### src/hdl/xcvr_status_map.svh
// Functional notes
// - Flag register holds until read, read clears all
// - Power-on flag set after reset, unmaskable
// - Bit 7 records supply shutdown since read
// - Bit 6 records thermal shutdown since read
// - Bit 5 records thermal warning since read
// - Bit 4 records low supply warning since read
// - Bit 3 records high supply warning since read
// - Bit 2 records wake request since read
// - Bit 1 records overload beyond blanking time
// - Live register read-only, not sticky
// - Live bit 7 mirrors receive level
// - Live bit 6 shows driver shutdown
// - Live bit 5 shows thermal warning
// - Live bit 4 shows low supply
// - Live bit 3 shows high supply
// - Live bit 2 wake, cleared when transmit disabled
// - Live bit 1 shows driver overload
// - Die integrity sampled only during start-up
// - Diag pin signals enabled flags and the power-on flag
// - Diag indication deferred until link idle
// - Overload cleared by transmit low or disable
`ifndef XCVR_STATUS_MAP_SVH
`define XCVR_STATUS_MAP_SVH

// Register offsets
`define OFS_IRQ_FLAGS 8'h00
`define OFS_LIVE_FLAGS 8'h01
`define OFS_IRQ_MASK 8'h02
`define OFS_DRIVER_PARAMS 8'h03
`define OFS_CTRL_A 8'h04
`define OFS_CTRL_B 8'h05
`define OFS_PROT_DISABLE 8'h06
`define OFS_HOST_ROLE 8'h07
`define OFS_SILICON_REV 8'h08

// Flag and live bit positions
`define BIT_SUPPLY_SHUTDOWN 7
`define BIT_THERMAL_SHUTDOWN 6
`define BIT_THERMAL_WARNING 5
`define BIT_SUPPLY_LOW 4
`define BIT_SUPPLY_HIGH 3
`define BIT_WAKE 2
`define BIT_OVERCURRENT 1
`define BIT_POWER_ON 0
`define BIT_RECEIVE_LEVEL 7
`define BIT_SHUTDOWN_LIVE 6
`define BIT_DIE_BROKEN 0

// Field positions in configuration registers
`define BLANK_SEL_MSB 3
`define BLANK_SEL_LSB 2
`define BIT_DIS_OVERCURRENT 2
`define BIT_DIS_THERMAL 1
`define BIT_DIS_SUPPLY 0

// Reset values
`define RST_IRQ_FLAGS 8'h01
`define RST_IRQ_MASK 8'hfb
`define RST_DRIVER_PARAMS 8'he3
`define RST_CTRL_A 8'h23
`define RST_CTRL_B 8'h00
`define RST_PROT_DISABLE 8'h00
`define RST_HOST_ROLE 8'h00
// Arbitrary neutral value
`define RST_SILICON_REV 8'h5a

// Writable bits
`define WMASK_PROT_DISABLE 8'h7f
`define WMASK_HOST_ROLE 8'h07

// Timing
`define CLK_PERIOD_NS 10
`define STARTUP_TIME_NS 100000
`define BLANK_STEP_TIME_NS 10000
`define STARTUP_CYCLES ((`STARTUP_TIME_NS + `CLK_PERIOD_NS - 1) / `CLK_PERIOD_NS)
`define BLANK_STEP_CYCLES ((`BLANK_STEP_TIME_NS + `CLK_PERIOD_NS - 1) / `CLK_PERIOD_NS)

`endif

### src/hdl/xcvr_status_pkg.sv
package xcvr_status_pkg;

  // Conditions from pins and analog detectors
  typedef struct packed {
    logic supply_shutdown;
    logic thermal_shutdown;
    logic thermal_warning;
    logic supply_low;
    logic supply_high;
    logic wake_detect;
    logic overcurrent;
    logic die_broken;
    logic receive_level;
    logic transmit_enable;
  } cond_t;

  typedef enum logic [0:0] {
    PH_STARTUP,
    PH_RUN
  } phase_t;

  typedef struct packed {
    cond_t s1;
    cond_t s2;
  } sync_state_t;

  typedef struct packed {
    logic [7:0] flags;
    logic [7:0] mask;
    logic [7:0] params;
    logic [7:0] ctrl_a;
    logic [7:0] ctrl_b;
    logic [7:0] prot;
    logic [7:0] role;
    logic [7:0] rdata;
    logic rvalid;
    logic ovl_live;
    logic wake_live;
    logic shut_live;
    logic die_fault;
    logic [15:0] ovl_cnt;
    logic [15:0] start_cnt;
    phase_t phase;
    logic diag_oe;
  } regs_state_t;

endpackage

### src/hdl/cond_if.sv
`timescale 1ns/10ps
interface cond_if;
  import xcvr_status_pkg::*;
  cond_t cond;
  modport src (output cond);
  modport dst (input cond);
endinterface

### src/hdl/cond_sync.sv
`timescale 1ns/10ps
module cond_sync
  import xcvr_status_pkg::*;
(
  input wire logic clk_sys_i, // System clock
  input wire logic rst_i, // Synchronous reset
  input wire cond_t raw_i, // Unsynchronised conditions
  cond_if.src out // Synchronised conditions
);

  sync_state_t r;
  sync_state_t next_r;

  // Second stage alone is visible outside
  always_comb
  begin
    next_r = r;
    next_r.s1 = raw_i;
    next_r.s2 = r.s1;
  end

  always_ff @(posedge clk_sys_i)
  begin
    if (rst_i)
    begin
      r <= '0;
    end
    else
    begin
      r <= next_r;
    end
  end

  assign out.cond = r.s2;

endmodule

### src/hdl/xcvr_status_regs.sv
`timescale 1ns/10ps
`include "xcvr_status_map.svh"
module xcvr_status_regs
  import xcvr_status_pkg::*;
#(
  parameter int STARTUP_CYCLES = `STARTUP_CYCLES,
  parameter int BLANK_STEP_CYCLES = `BLANK_STEP_CYCLES,
  parameter logic [7:0] SILICON_REV = `RST_SILICON_REV
)
(
  input wire logic clk_sys_i, // System clock, 100 MHz
  input wire logic rst_i, // Synchronous power-on reset
  input wire logic [7:0] reg_addr_i, // Register offset
  input wire logic reg_wr_i, // Write strobe
  input wire logic [7:0] reg_wdata_i, // Write data
  input wire logic reg_rd_i, // Read strobe
  input wire logic link_idle_i, // Serial link is idle
  input wire logic supply_shutdown_i, // Supply below shutdown level
  input wire logic thermal_shutdown_i, // Temperature above shutdown level
  input wire logic thermal_warning_i, // Temperature above warning level
  input wire logic supply_low_i, // Supply below warning level
  input wire logic supply_high_i, // Supply above warning level
  input wire logic wake_detect_i, // Wake request detected
  input wire logic overcurrent_i, // Driver current over limit
  input wire logic die_broken_i, // Die integrity loop open
  input wire logic receive_level_i, // Receive data output level
  input wire logic transmit_enable_i, // Transmit enable pin
  output logic [7:0] reg_rdata_o, // Read data
  output logic reg_rvalid_o, // Read data valid pulse
  output logic serial_diag_pin_o, // Diag pin output level
  output logic serial_diag_pin_oe_o, // Diag pin pull-down enable
  output logic driver_shutdown_o, // Driver forced off
  output logic [7:0] driver_params_o, // Driver parameters
  output logic [7:0] transceiver_ctrl_a_o, // Transceiver control A
  output logic [7:0] transceiver_ctrl_b_o, // Transceiver control B
  output logic [7:0] protection_disable_o, // Protection disables
  output logic [7:0] host_role_cfg_o // Host role configuration
);

  // ****************************************
  // Input synchronisation
  // ****************************************
  cond_t raw;
  cond_if sync_bus();

  always_comb
  begin
    raw.supply_shutdown = supply_shutdown_i;
    raw.thermal_shutdown = thermal_shutdown_i;
    raw.thermal_warning = thermal_warning_i;
    raw.supply_low = supply_low_i;
    raw.supply_high = supply_high_i;
    raw.wake_detect = wake_detect_i;
    raw.overcurrent = overcurrent_i;
    raw.die_broken = die_broken_i;
    raw.receive_level = receive_level_i;
    raw.transmit_enable = transmit_enable_i;
  end

  cond_sync u_sync (
    .clk_sys_i(clk_sys_i),
    .rst_i(rst_i),
    .raw_i(raw),
    .out(sync_bus.src)
  );

  // ****************************************
  // State
  // ****************************************
  regs_state_t r;
  regs_state_t next_r;
  cond_t c;
  logic ovl_allowed;
  logic [15:0] blank_lim;
  logic [7:0] live;
  logic [7:0] events;
  logic [7:0] pending;
  logic flags_read;
  logic [7:0] rd_value;

  assign c = sync_bus.cond;

  // ****************************************
  // Overload blanking window
  // ****************************************
  // Widened before the product so the longest setting cannot wrap
  always_comb
  begin
    ovl_allowed = c.transmit_enable && !r.prot[`BIT_DIS_OVERCURRENT];
    blank_lim = 16'((32'(r.ctrl_b[`BLANK_SEL_MSB:`BLANK_SEL_LSB]) + 32'd1) * BLANK_STEP_CYCLES);
  end

  // ****************************************
  // Sticky event sources
  // ****************************************
  always_comb
  begin
    events = 8'h00;
    events[`BIT_SUPPLY_SHUTDOWN] = c.supply_shutdown;
    events[`BIT_THERMAL_SHUTDOWN] = c.thermal_shutdown;
    events[`BIT_THERMAL_WARNING] = c.thermal_warning;
    events[`BIT_SUPPLY_LOW] = c.supply_low;
    events[`BIT_SUPPLY_HIGH] = c.supply_high;
    events[`BIT_WAKE] = r.wake_live;
    events[`BIT_OVERCURRENT] = r.ovl_live;
    flags_read = reg_rd_i && (reg_addr_i == `OFS_IRQ_FLAGS);
  end

  // ****************************************
  // Interrupt pin view
  // ****************************************
  // Power-on flag bypasses the mask
  assign pending = r.flags & {r.mask[7:1], 1'b1};

  // ****************************************
  // Read data select
  // ****************************************
  always_comb
  begin
    if (reg_addr_i == `OFS_IRQ_FLAGS)
    begin
      rd_value = r.flags;
    end
    else if (reg_addr_i == `OFS_LIVE_FLAGS)
    begin
      rd_value = live;
    end
    else if (reg_addr_i == `OFS_IRQ_MASK)
    begin
      rd_value = r.mask;
    end
    else if (reg_addr_i == `OFS_DRIVER_PARAMS)
    begin
      rd_value = r.params;
    end
    else if (reg_addr_i == `OFS_CTRL_A)
    begin
      rd_value = r.ctrl_a;
    end
    else if (reg_addr_i == `OFS_CTRL_B)
    begin
      rd_value = r.ctrl_b;
    end
    else if (reg_addr_i == `OFS_PROT_DISABLE)
    begin
      rd_value = r.prot;
    end
    else if (reg_addr_i == `OFS_HOST_ROLE)
    begin
      rd_value = r.role;
    end
    else if (reg_addr_i == `OFS_SILICON_REV)
    begin
      rd_value = SILICON_REV;
    end
    else
    begin
      rd_value = 8'h00;
    end
  end

  // ****************************************
  // Next state
  // ****************************************
  always_comb
  begin
    next_r = r;

    // ****************************************
    // Overload qualification
    // ****************************************
    if (!ovl_allowed)
    begin
      next_r.ovl_cnt = 16'h0000;
      next_r.ovl_live = 1'b0;
    end
    else if (c.overcurrent)
    begin
      if (r.ovl_cnt > blank_lim)
      begin
        next_r.ovl_live = 1'b1;
      end
      else
      begin
        next_r.ovl_cnt = r.ovl_cnt + 16'h0001;
      end
    end
    else
    begin
      next_r.ovl_cnt = 16'h0000;
      next_r.ovl_live = 1'b0;
    end

    // ****************************************
    // Wake latch; a low transmit enable wins
    // ****************************************
    if (!c.transmit_enable)
    begin
      next_r.wake_live = 1'b0;
    end
    else if (c.wake_detect)
    begin
      next_r.wake_live = 1'b1;
    end

    // ****************************************
    // Supply and thermal disables only keep the driver on; their events still record
    // ****************************************
    next_r.shut_live = (c.supply_shutdown && !r.prot[`BIT_DIS_SUPPLY]) ||
                       (c.thermal_shutdown && !r.prot[`BIT_DIS_THERMAL]);

    // ****************************************
    // Integrity sampled only while starting up
    // ****************************************
    case (r.phase)
      PH_STARTUP:
      begin
        next_r.die_fault = c.die_broken;
        if (r.start_cnt >= 16'(STARTUP_CYCLES - 1))
        begin
          next_r.phase = PH_RUN;
        end
        else
        begin
          next_r.start_cnt = r.start_cnt + 16'h0001;
        end
      end
      default:
      begin
        next_r.die_fault = r.die_fault;
      end
    endcase

    // ****************************************
    // Read clears all; new events win over the clear
    // ****************************************
    if (flags_read)
    begin
      next_r.flags = events;
    end
    else
    begin
      next_r.flags = r.flags | events;
    end

    // ****************************************
    // Register writes
    // ****************************************
    next_r.rvalid = reg_rd_i;
    if (reg_wr_i)
    begin
      if (reg_addr_i == `OFS_IRQ_MASK)
      begin
        next_r.mask = reg_wdata_i;
      end
      else if (reg_addr_i == `OFS_DRIVER_PARAMS)
      begin
        next_r.params = reg_wdata_i;
      end
      else if (reg_addr_i == `OFS_CTRL_A)
      begin
        next_r.ctrl_a = reg_wdata_i;
      end
      else if (reg_addr_i == `OFS_CTRL_B)
      begin
        next_r.ctrl_b = reg_wdata_i;
      end
      else if (reg_addr_i == `OFS_PROT_DISABLE)
      begin
        next_r.prot = reg_wdata_i & `WMASK_PROT_DISABLE;
      end
      else if (reg_addr_i == `OFS_HOST_ROLE)
      begin
        next_r.role = reg_wdata_i & `WMASK_HOST_ROLE;
      end
    end

    // ****************************************
    // Read data, value as it stands in the read cycle
    // ****************************************
    if (reg_rd_i)
    begin
      next_r.rdata = rd_value;
    end

    // Pin is shared with the link, so hold off while a frame runs
    next_r.diag_oe = (|pending) && link_idle_i;
  end

  // ****************************************
  // Live condition view
  // ****************************************
  always_comb
  begin
    live = 8'h00;
    live[`BIT_RECEIVE_LEVEL] = c.receive_level;
    live[`BIT_SHUTDOWN_LIVE] = r.shut_live;
    live[`BIT_THERMAL_WARNING] = c.thermal_warning;
    live[`BIT_SUPPLY_LOW] = c.supply_low;
    live[`BIT_SUPPLY_HIGH] = c.supply_high;
    live[`BIT_WAKE] = r.wake_live;
    live[`BIT_OVERCURRENT] = r.ovl_live;
    live[`BIT_DIE_BROKEN] = r.die_fault;
  end

  // ****************************************
  // Registers
  // ****************************************
  always_ff @(posedge clk_sys_i)
  begin
    if (rst_i)
    begin
      r <= '0;
      r.flags <= `RST_IRQ_FLAGS;
      r.mask <= `RST_IRQ_MASK;
      r.params <= `RST_DRIVER_PARAMS;
      r.ctrl_a <= `RST_CTRL_A;
      r.ctrl_b <= `RST_CTRL_B;
      r.prot <= `RST_PROT_DISABLE;
      r.role <= `RST_HOST_ROLE;
      r.phase <= PH_STARTUP;
    end
    else
    begin
      r <= next_r;
    end
  end

  // ****************************************
  // Outputs
  // ****************************************
  assign reg_rdata_o = r.rdata;
  assign reg_rvalid_o = r.rvalid;
  // Open drain: level fixed low, only the enable moves
  assign serial_diag_pin_o = 1'b0;
  assign serial_diag_pin_oe_o = r.diag_oe;
  assign driver_shutdown_o = r.shut_live;
  assign driver_params_o = r.params;
  assign transceiver_ctrl_a_o = r.ctrl_a;
  assign transceiver_ctrl_b_o = r.ctrl_b;
  assign protection_disable_o = r.prot;
  assign host_role_cfg_o = r.role;

endmodule
### config.mk
export PLATFORM = sky130hd
export DESIGN_NAME = xcvr_status_regs
export DESIGN_NICKNAME = d
export VERILOG_FILES = /design/src/hdl/xcvr_status_pkg.sv /design/src/hdl/cond_if.sv /design/src/hdl/cond_sync.sv /design/src/hdl/xcvr_status_regs.sv
export VERILOG_INCLUDE_DIRS = /design/src /design/src/hdl
export SDC_FILE = /design/constraint.sdc
export NUM_CORES = 1
export LEC_CHECK = 0
export BUFFER_PORTS_ARGS = -buffer_cell sky130_fd_sc_hd__buf_2
export CAP_MARGIN = 10
export CORE_MARGIN = 3
export CORE_UTILIZATION = 55
export CTS_CLUSTER_DIAMETER = 150
export DETAILED_ROUTE_END_ITERATION = 7
export PLACE_DENSITY_LB_ADDON = 0.1
export REMOVE_ABC_BUFFERS = 1
export SLEW_MARGIN = 10
export SYNTH_ARGS = -nofsm -noshare
export SYNTH_HDL_FRONTEND = slang
export SYNTH_SLANG_ARGS = --single-unit
### constraint.sdc
create_clock -name clk_sys_i -period 3.7 [get_ports clk_sys_i]
set_input_delay 0 -clock clk_sys_i [delete_from_list [all_inputs] [get_ports clk_sys_i]]
set_output_delay 0 -clock clk_sys_i [all_outputs]
set_load 0.005 [all_outputs]
=== Word-level counts from Yosys, hierarchy flattened ===
Cells that the tools add are included.

* Register bits: 117
* Output and inout bits: 52

* Add/subtract/negate cells: 3
* $mul: 1
* Order comparisons: 2
* Equality and inequality tests: 8
* Mux-type cells: 12
* Bitwise operators: 12
* Reduce and logical (&&, ||, !) cells: 20

{| class="wikitable"
|+ Operator list
! cell !! count
|-
| 8-bit two-way mux || 7
|-
| 16-bit by 1-bit adder with 16-bit output, second input constant || 2
|-
| 8-bit by 3-bit equality test with 1-bit output, second input constant || 4
|-
| 7-bit two-way mux || 3
|-
| 8-bit by 2-bit equality test with 1-bit output, second input constant || 2
|-
| 16-bit by 14-bit greater-or-equal comparator with 1-bit output, second input constant || 1
|-
| 16-bit by 13-bit > comparator with 1-bit output || 1
|-
| 3-bit by 7-bit multiplier with 10-bit output, second input constant || 1
|-
| 1-bit NOT || 10
|-
| 8-bit AND || 1
|-
| 8-bit by 1-bit equality test with 1-bit output, second input constant || 1
|-
| 8-bit by 4-bit equality test with 1-bit output, second input constant || 1
|-
| 8-bit logical NOT || 1
|-
| 8-bit OR || 1
|-
| 8-bit OR reduction || 1
|-
| 7-bit AND reduction || 1
|-
| 6-bit AND reduction || 1
|-
| 1-bit logical AND || 5
|-
| 5-bit AND reduction || 1
|-
| 2-bit AND reduction || 2
|-
| 4-bit AND reduction || 1
|-
| 2-bit by 1-bit adder with 3-bit output, second input constant || 1
|-
| 1-bit logical NOT || 3
|-
| 3-bit AND reduction || 1
|-
| other kinds (4) || 5
|}

=== Logic depth before layout (Yosys ltp) ===
* Depth in word-level cells: 10
* Gate-level depth with buffers: 14
* Depth with buffers taken out: 13

=== Cells and area by module ===
A second synthesis with hierarchy kept.

* Cell total of the unflattened synthesis: 618
* Area, all modules: 5664.2 um^2

{| class="wikitable"
|+ Modules (own cells, without submodules)
! module !! instances !! cells each !! area an instance (um^2)
|-
| xcvr_status_regs || 1 || 576 || 5046.1
|-
| cond_sync || 1 || 42 || 618.1
|}

=== Worst setup path before layout ===
OpenSTA, ideal clock, no wires.

* Path type: register to register
* Start: register r, in the netlist transceiver_ctrl_b_o[3]
* End: register r[22] (netlist bit)
* Library setup time: 0.070 ns
* Arrival: 3.130 ns
* Data required time: 3.630 ns
* Path slack: 0.499 ns
* Stages on the path, launching flop included: 15
* Buffers on the path: 1
* Clock period less this slack: 3.201 ns
* Cell sequence: dfxtp_1 > inv_1 > ha_1 > inv_1 > and3_1 > fa_1 > xnor2_1 > xnor2_1 > ha_1 > o21ai_0 > a22oi_1 > or2_0 > clkbuf_1 > or4_1 > a21oi_1

* Longest elaborated chain between the ends: 3

{| class="wikitable"
|+ Ends and longest elaborated chain
! element !! RTL line !! text
|-
| start: declaration || xcvr_status_regs.sv:70 || <nowiki>regs_state_t r;</nowiki>
|-
| start signal: assignment || xcvr_status_regs.sv:325 || <nowiki>r <= next_r;</nowiki>
|-
| 2-bit by 1-bit adder with 3-bit output || xcvr_status_regs.sv:90 || <nowiki>blank_lim = 16'((32'(r.ctrl_b[`BLANK_SEL_MSB:`BLANK_SEL_LSB]) + 32'd1) * BLANK_STEP_CYCLES);</nowiki>
|-
| 3-bit by 7-bit multiplier with 10-bit output || xcvr_status_regs.sv:90 ||
|-
| 16-bit by 13-bit > comparator with 1-bit output || xcvr_status_regs.sv:179 || <nowiki>if (r.ovl_cnt > blank_lim)</nowiki>
|}

Every way passes these cells.
A chain may end at the register's enable or synchronous reset.

=== Worst setup path in the final report ===
* Start: register r, in the netlist transceiver_ctrl_b_o[2]
* End: register r[28] (netlist bit)

The elaborated chain is that of the path after synthesis.

==> results.py <==
metrics = {
    "status": {
        "status": "finished clean",
    },
    "critical_path": {
        "cp_cell_sequence": "inv_1 > ha_1 > inv_1 > and3_1 > fa_1 > xnor2_1 > xnor2_1 > ha_1 > nor3_1 > a22oi_1 > or2_1 > or4_1 > a21oi_1",
        "critical_path.max_stage_delay_ns": 0.49,
        "cp_slowest_cell": "or4_1",
        "cp-start-kind": "register",
        "cp_data_arrival_time_ns": 3.94,
        "end_kind": "register",
        "cp_max_fo": 10,
        "path_class": "reg -> reg",
        "critPathRequiredTime_ns": 4.14,
    },
    "clocking": {
        "cts_tree": "yes",
        "clk_pin_slew_ns": 0.06,
        "cts_setup_buffers": 0,
        "clkLatencyLatePin_ns": 0.51,
        "cts_sinks": 117,
        "clockRootBuffer": "clkbuf_8",
        "cts.path.max_buffers": 2,
        "cts_buffers": 17,
        "htree_levels": 4,
    },
    "sta": {
        "maxSlewViolCount": 0,
        "fin_ws_ns": 0.2007,
        "final.min_clock_period_ns": 3.499,
        "fin_hold_ws_ns": 0.04124,
        "rsz0062_at_grt": "no",
        "skew_ns": 0.006916,
        "max-slew-margin-rel": 0.4597,
        "worstMarginPinSlew_ns": 0.8105,
        "hold_viol_final": 0,
        "timing.setup.tns_ns": 0,
        "period_share": 0.9458,
        "fmax_mhz": 285.8,
        "setup_viol": 0,
    },
    "route": {
        "antenna_left": 0,
        "route.vias.total": 4456,
        "routed_wl_um": 12710,
        "via_per_inst": 5.515,
        "dr.pass1.iters": 5,
        "drt_iter0_drc": 251,
        "drc": 0,
        "avgRoutedWirePerCell_um": 15.73,
    },
    "power": {
        "powerDensity_mw_per_mm2": 478.8,
        "p_leak_nw": 2.774,
        "max-vdd-ir-drop_mv": 0.4094,
    },
    "grt": {
        "track_usage": 0.2286,
        "grt_start_max_net_pins": 83,
        "met1_usage": 0.3205,
        "grt_pass1_vias": 4167,
        "grt_use_met3": 0.05057,
        "met2_usage": 0.3445,
        "grt-busiest-layer": "met2",
        "overflow": 0,
        "grt_pass1_wl_um": 20590,
        "antenna_found_initial": 0,
    },
    "yosys": {
        "ys_seq_elements": 117,
        "netlist_area_mm2": 0.005628,
        "synth_top_area_frac": 0.4162,
        "synthArstFlopShare": 0,
        "synth-edff-count": 0,
        "synthCells": 617,
        "yosysTopAreaCell": "dfxtp_1",
        "avgSynthCellArea_um2": 9.121,
        "ys_seq_area_frac": 0.4162,
        "yosys_warnings": 0,
        "synth_area_leaders": "dfxtp_1 (42%), mux2i_1 (6.8%), buf_4 (6.5%)",
        "yosysUniqueCellTypes": 64,
        "ys.flop_type": "dfxtp_1",
    },
    "job": {
        "cap_violations": 0,
    },
    "placement": {
        "place_hpwl_um": 8470,
        "dp.cells": 755,
        "io_buffers": 75,
        "gp_congestion": 0.8343,
        "preCtsSetupSlack_ns": 0.1373,
    },
    "min_path": {
        "holdCritPathClass": "in -> reg",
    },
    "layout": {
        "layout_common_cells": "dfxtp_1 (116), nor2_1 (75), buf_2 (74)",
        "drive_gt1_frac": 0.1881,
        "syn2layout_area_growth_pct": 16.32,
        "nFillCells": 806,
        "finalNetCount": 711,
        "num_antenna_cells": 0,
        "stdcell_count": 808,
        "final_common_cell": "dfxtp_1",
    },
    "floorplan": {
        "core_area_mm2": 0.009864,
        "io_pins": 83,
        "row_count": 36,
        "die_area_mm2": 0.01148,
        "die_h_um": 107.2,
        "die_w_um": 107.2,
        "start_util": 0.5705,
    },
}
[what timing repair did]
action,4_1_cts,5_1_grt
endpoints found under the hold margin,61,0
gates resized for setup,0,2
setup endpoints to repair,0,7
hold buffers,21,0
[where the power goes]
group          leakage (nW)  switching, W  internal, W
combinational          1.54     0.0000783    0.0000628
sequential            0.950     0.0000111      0.00128
clock                 0.287      0.000604      0.00110
[critical path, delay by kind of cell (launching register included)]
kind	cells	cell delay, ns
fa+ha+maj	3	0.89
flops	1	0.42
compound gates	2	0.33
simple gates	4	1.27
xor+xnor	2	0.30
buf+inv	2	0.20
[path summary, 6_finish.rpt]
path / startpoint / to / slack [ns] / cells after the start
worst max-delay path: transceiver_ctrl_b_o[2] / r[28] / 0.20 / 13
worst max register to register: transceiver_ctrl_b_o[2] / r[28] / 0.20 / 13
worst min-delay path: rst_i / host_role_cfg_o[0] / 0.04 / 2
worst min register to register: u_sync.next_r[8] / u_sync.out.cond[8] / 0.43 / 1
[cells in the mapped netlist (all sizes together), types with 8 or more instances]
| library cell | n |
|---|---|
| a211o | 15 |
| a21oi | 34 |
| buf | 58 |
| clkbuf | 21 |
| dfxtp | 117 |
| ha | 16 |
| inv | 30 |
| mux2i | 38 |
| nand2 | 22 |
| nand2b | 9 |
| nand3 | 14 |
| nand4 | 11 |
| nor2 | 76 |
| nor2b | 28 |
| nor3 | 15 |
| o21ai | 9 |
| o31ai | 8 |
| or4 | 8 |
| xnor2 | 14 |
[cells by family (layout without fill, tap and decap cells)]
family,count (synthesis),count (layout),synth area share
AO/OA/AOI/OAI,104,104,0.1265
XOR/XNOR,14,14,0.02179
adder cells (fa/ha/maj),18,18,0.04269
buffers and inverters,109,161,0.1087
flip-flops,117,117,0.4162
multiplexers,45,45,0.08959
other,1,7,0.0006663
AND/OR/NAND/NOR,209,209,0.1939
[metal layers]
metal,part of all wire,vias to the layer above
met5,0,-
met4,0.012,0
met3,0.054,14
met2,0.46,125
met1,0.47,2109
li1,-,2208
[through the flow]
step	utilization	power (W)	cell area, µm²
5_1_grt	0.6636	0.003234	6546
6_report	0.6636	0.003134	6546
4_1_cts	0.6635	0.003159	6545
3_3_place_gp	0.5797	0.001438	5718
2_1_floorplan	-	0.001370	5151
3_5_place_dp	0.5797	0.001441	5718
[registers in the layout, summed over array words and instances (netlist names)]
name	count
transceiver_ctrl_a_o	8
driver_shutdown_o	1
u_sync.next_r	10
live	1
reg_rdata_o	8
protection_disable_o	7
driver_params_o	8
serial_diag_pin_oe_o	1
u_sync.out.cond	10
transceiver_ctrl_b_o	8
host_role_cfg_o	3
r	49
events	2
reg_rvalid_o	1
[final cells by class]
cell class              instances  area (µm²)  area share
multi-input cells             397        2696      0.4119
repair buffers                 99       610.6     0.09327
clock buffers                  17       414.1     0.06326
inverters                      30       112.6     0.01720
clock inverters                15       202.7     0.03096
flip-flops and latches        117        2344      0.3580
well taps                     133       166.4     0.02542
Note: power is estimated with default switching activity, not from simulation.
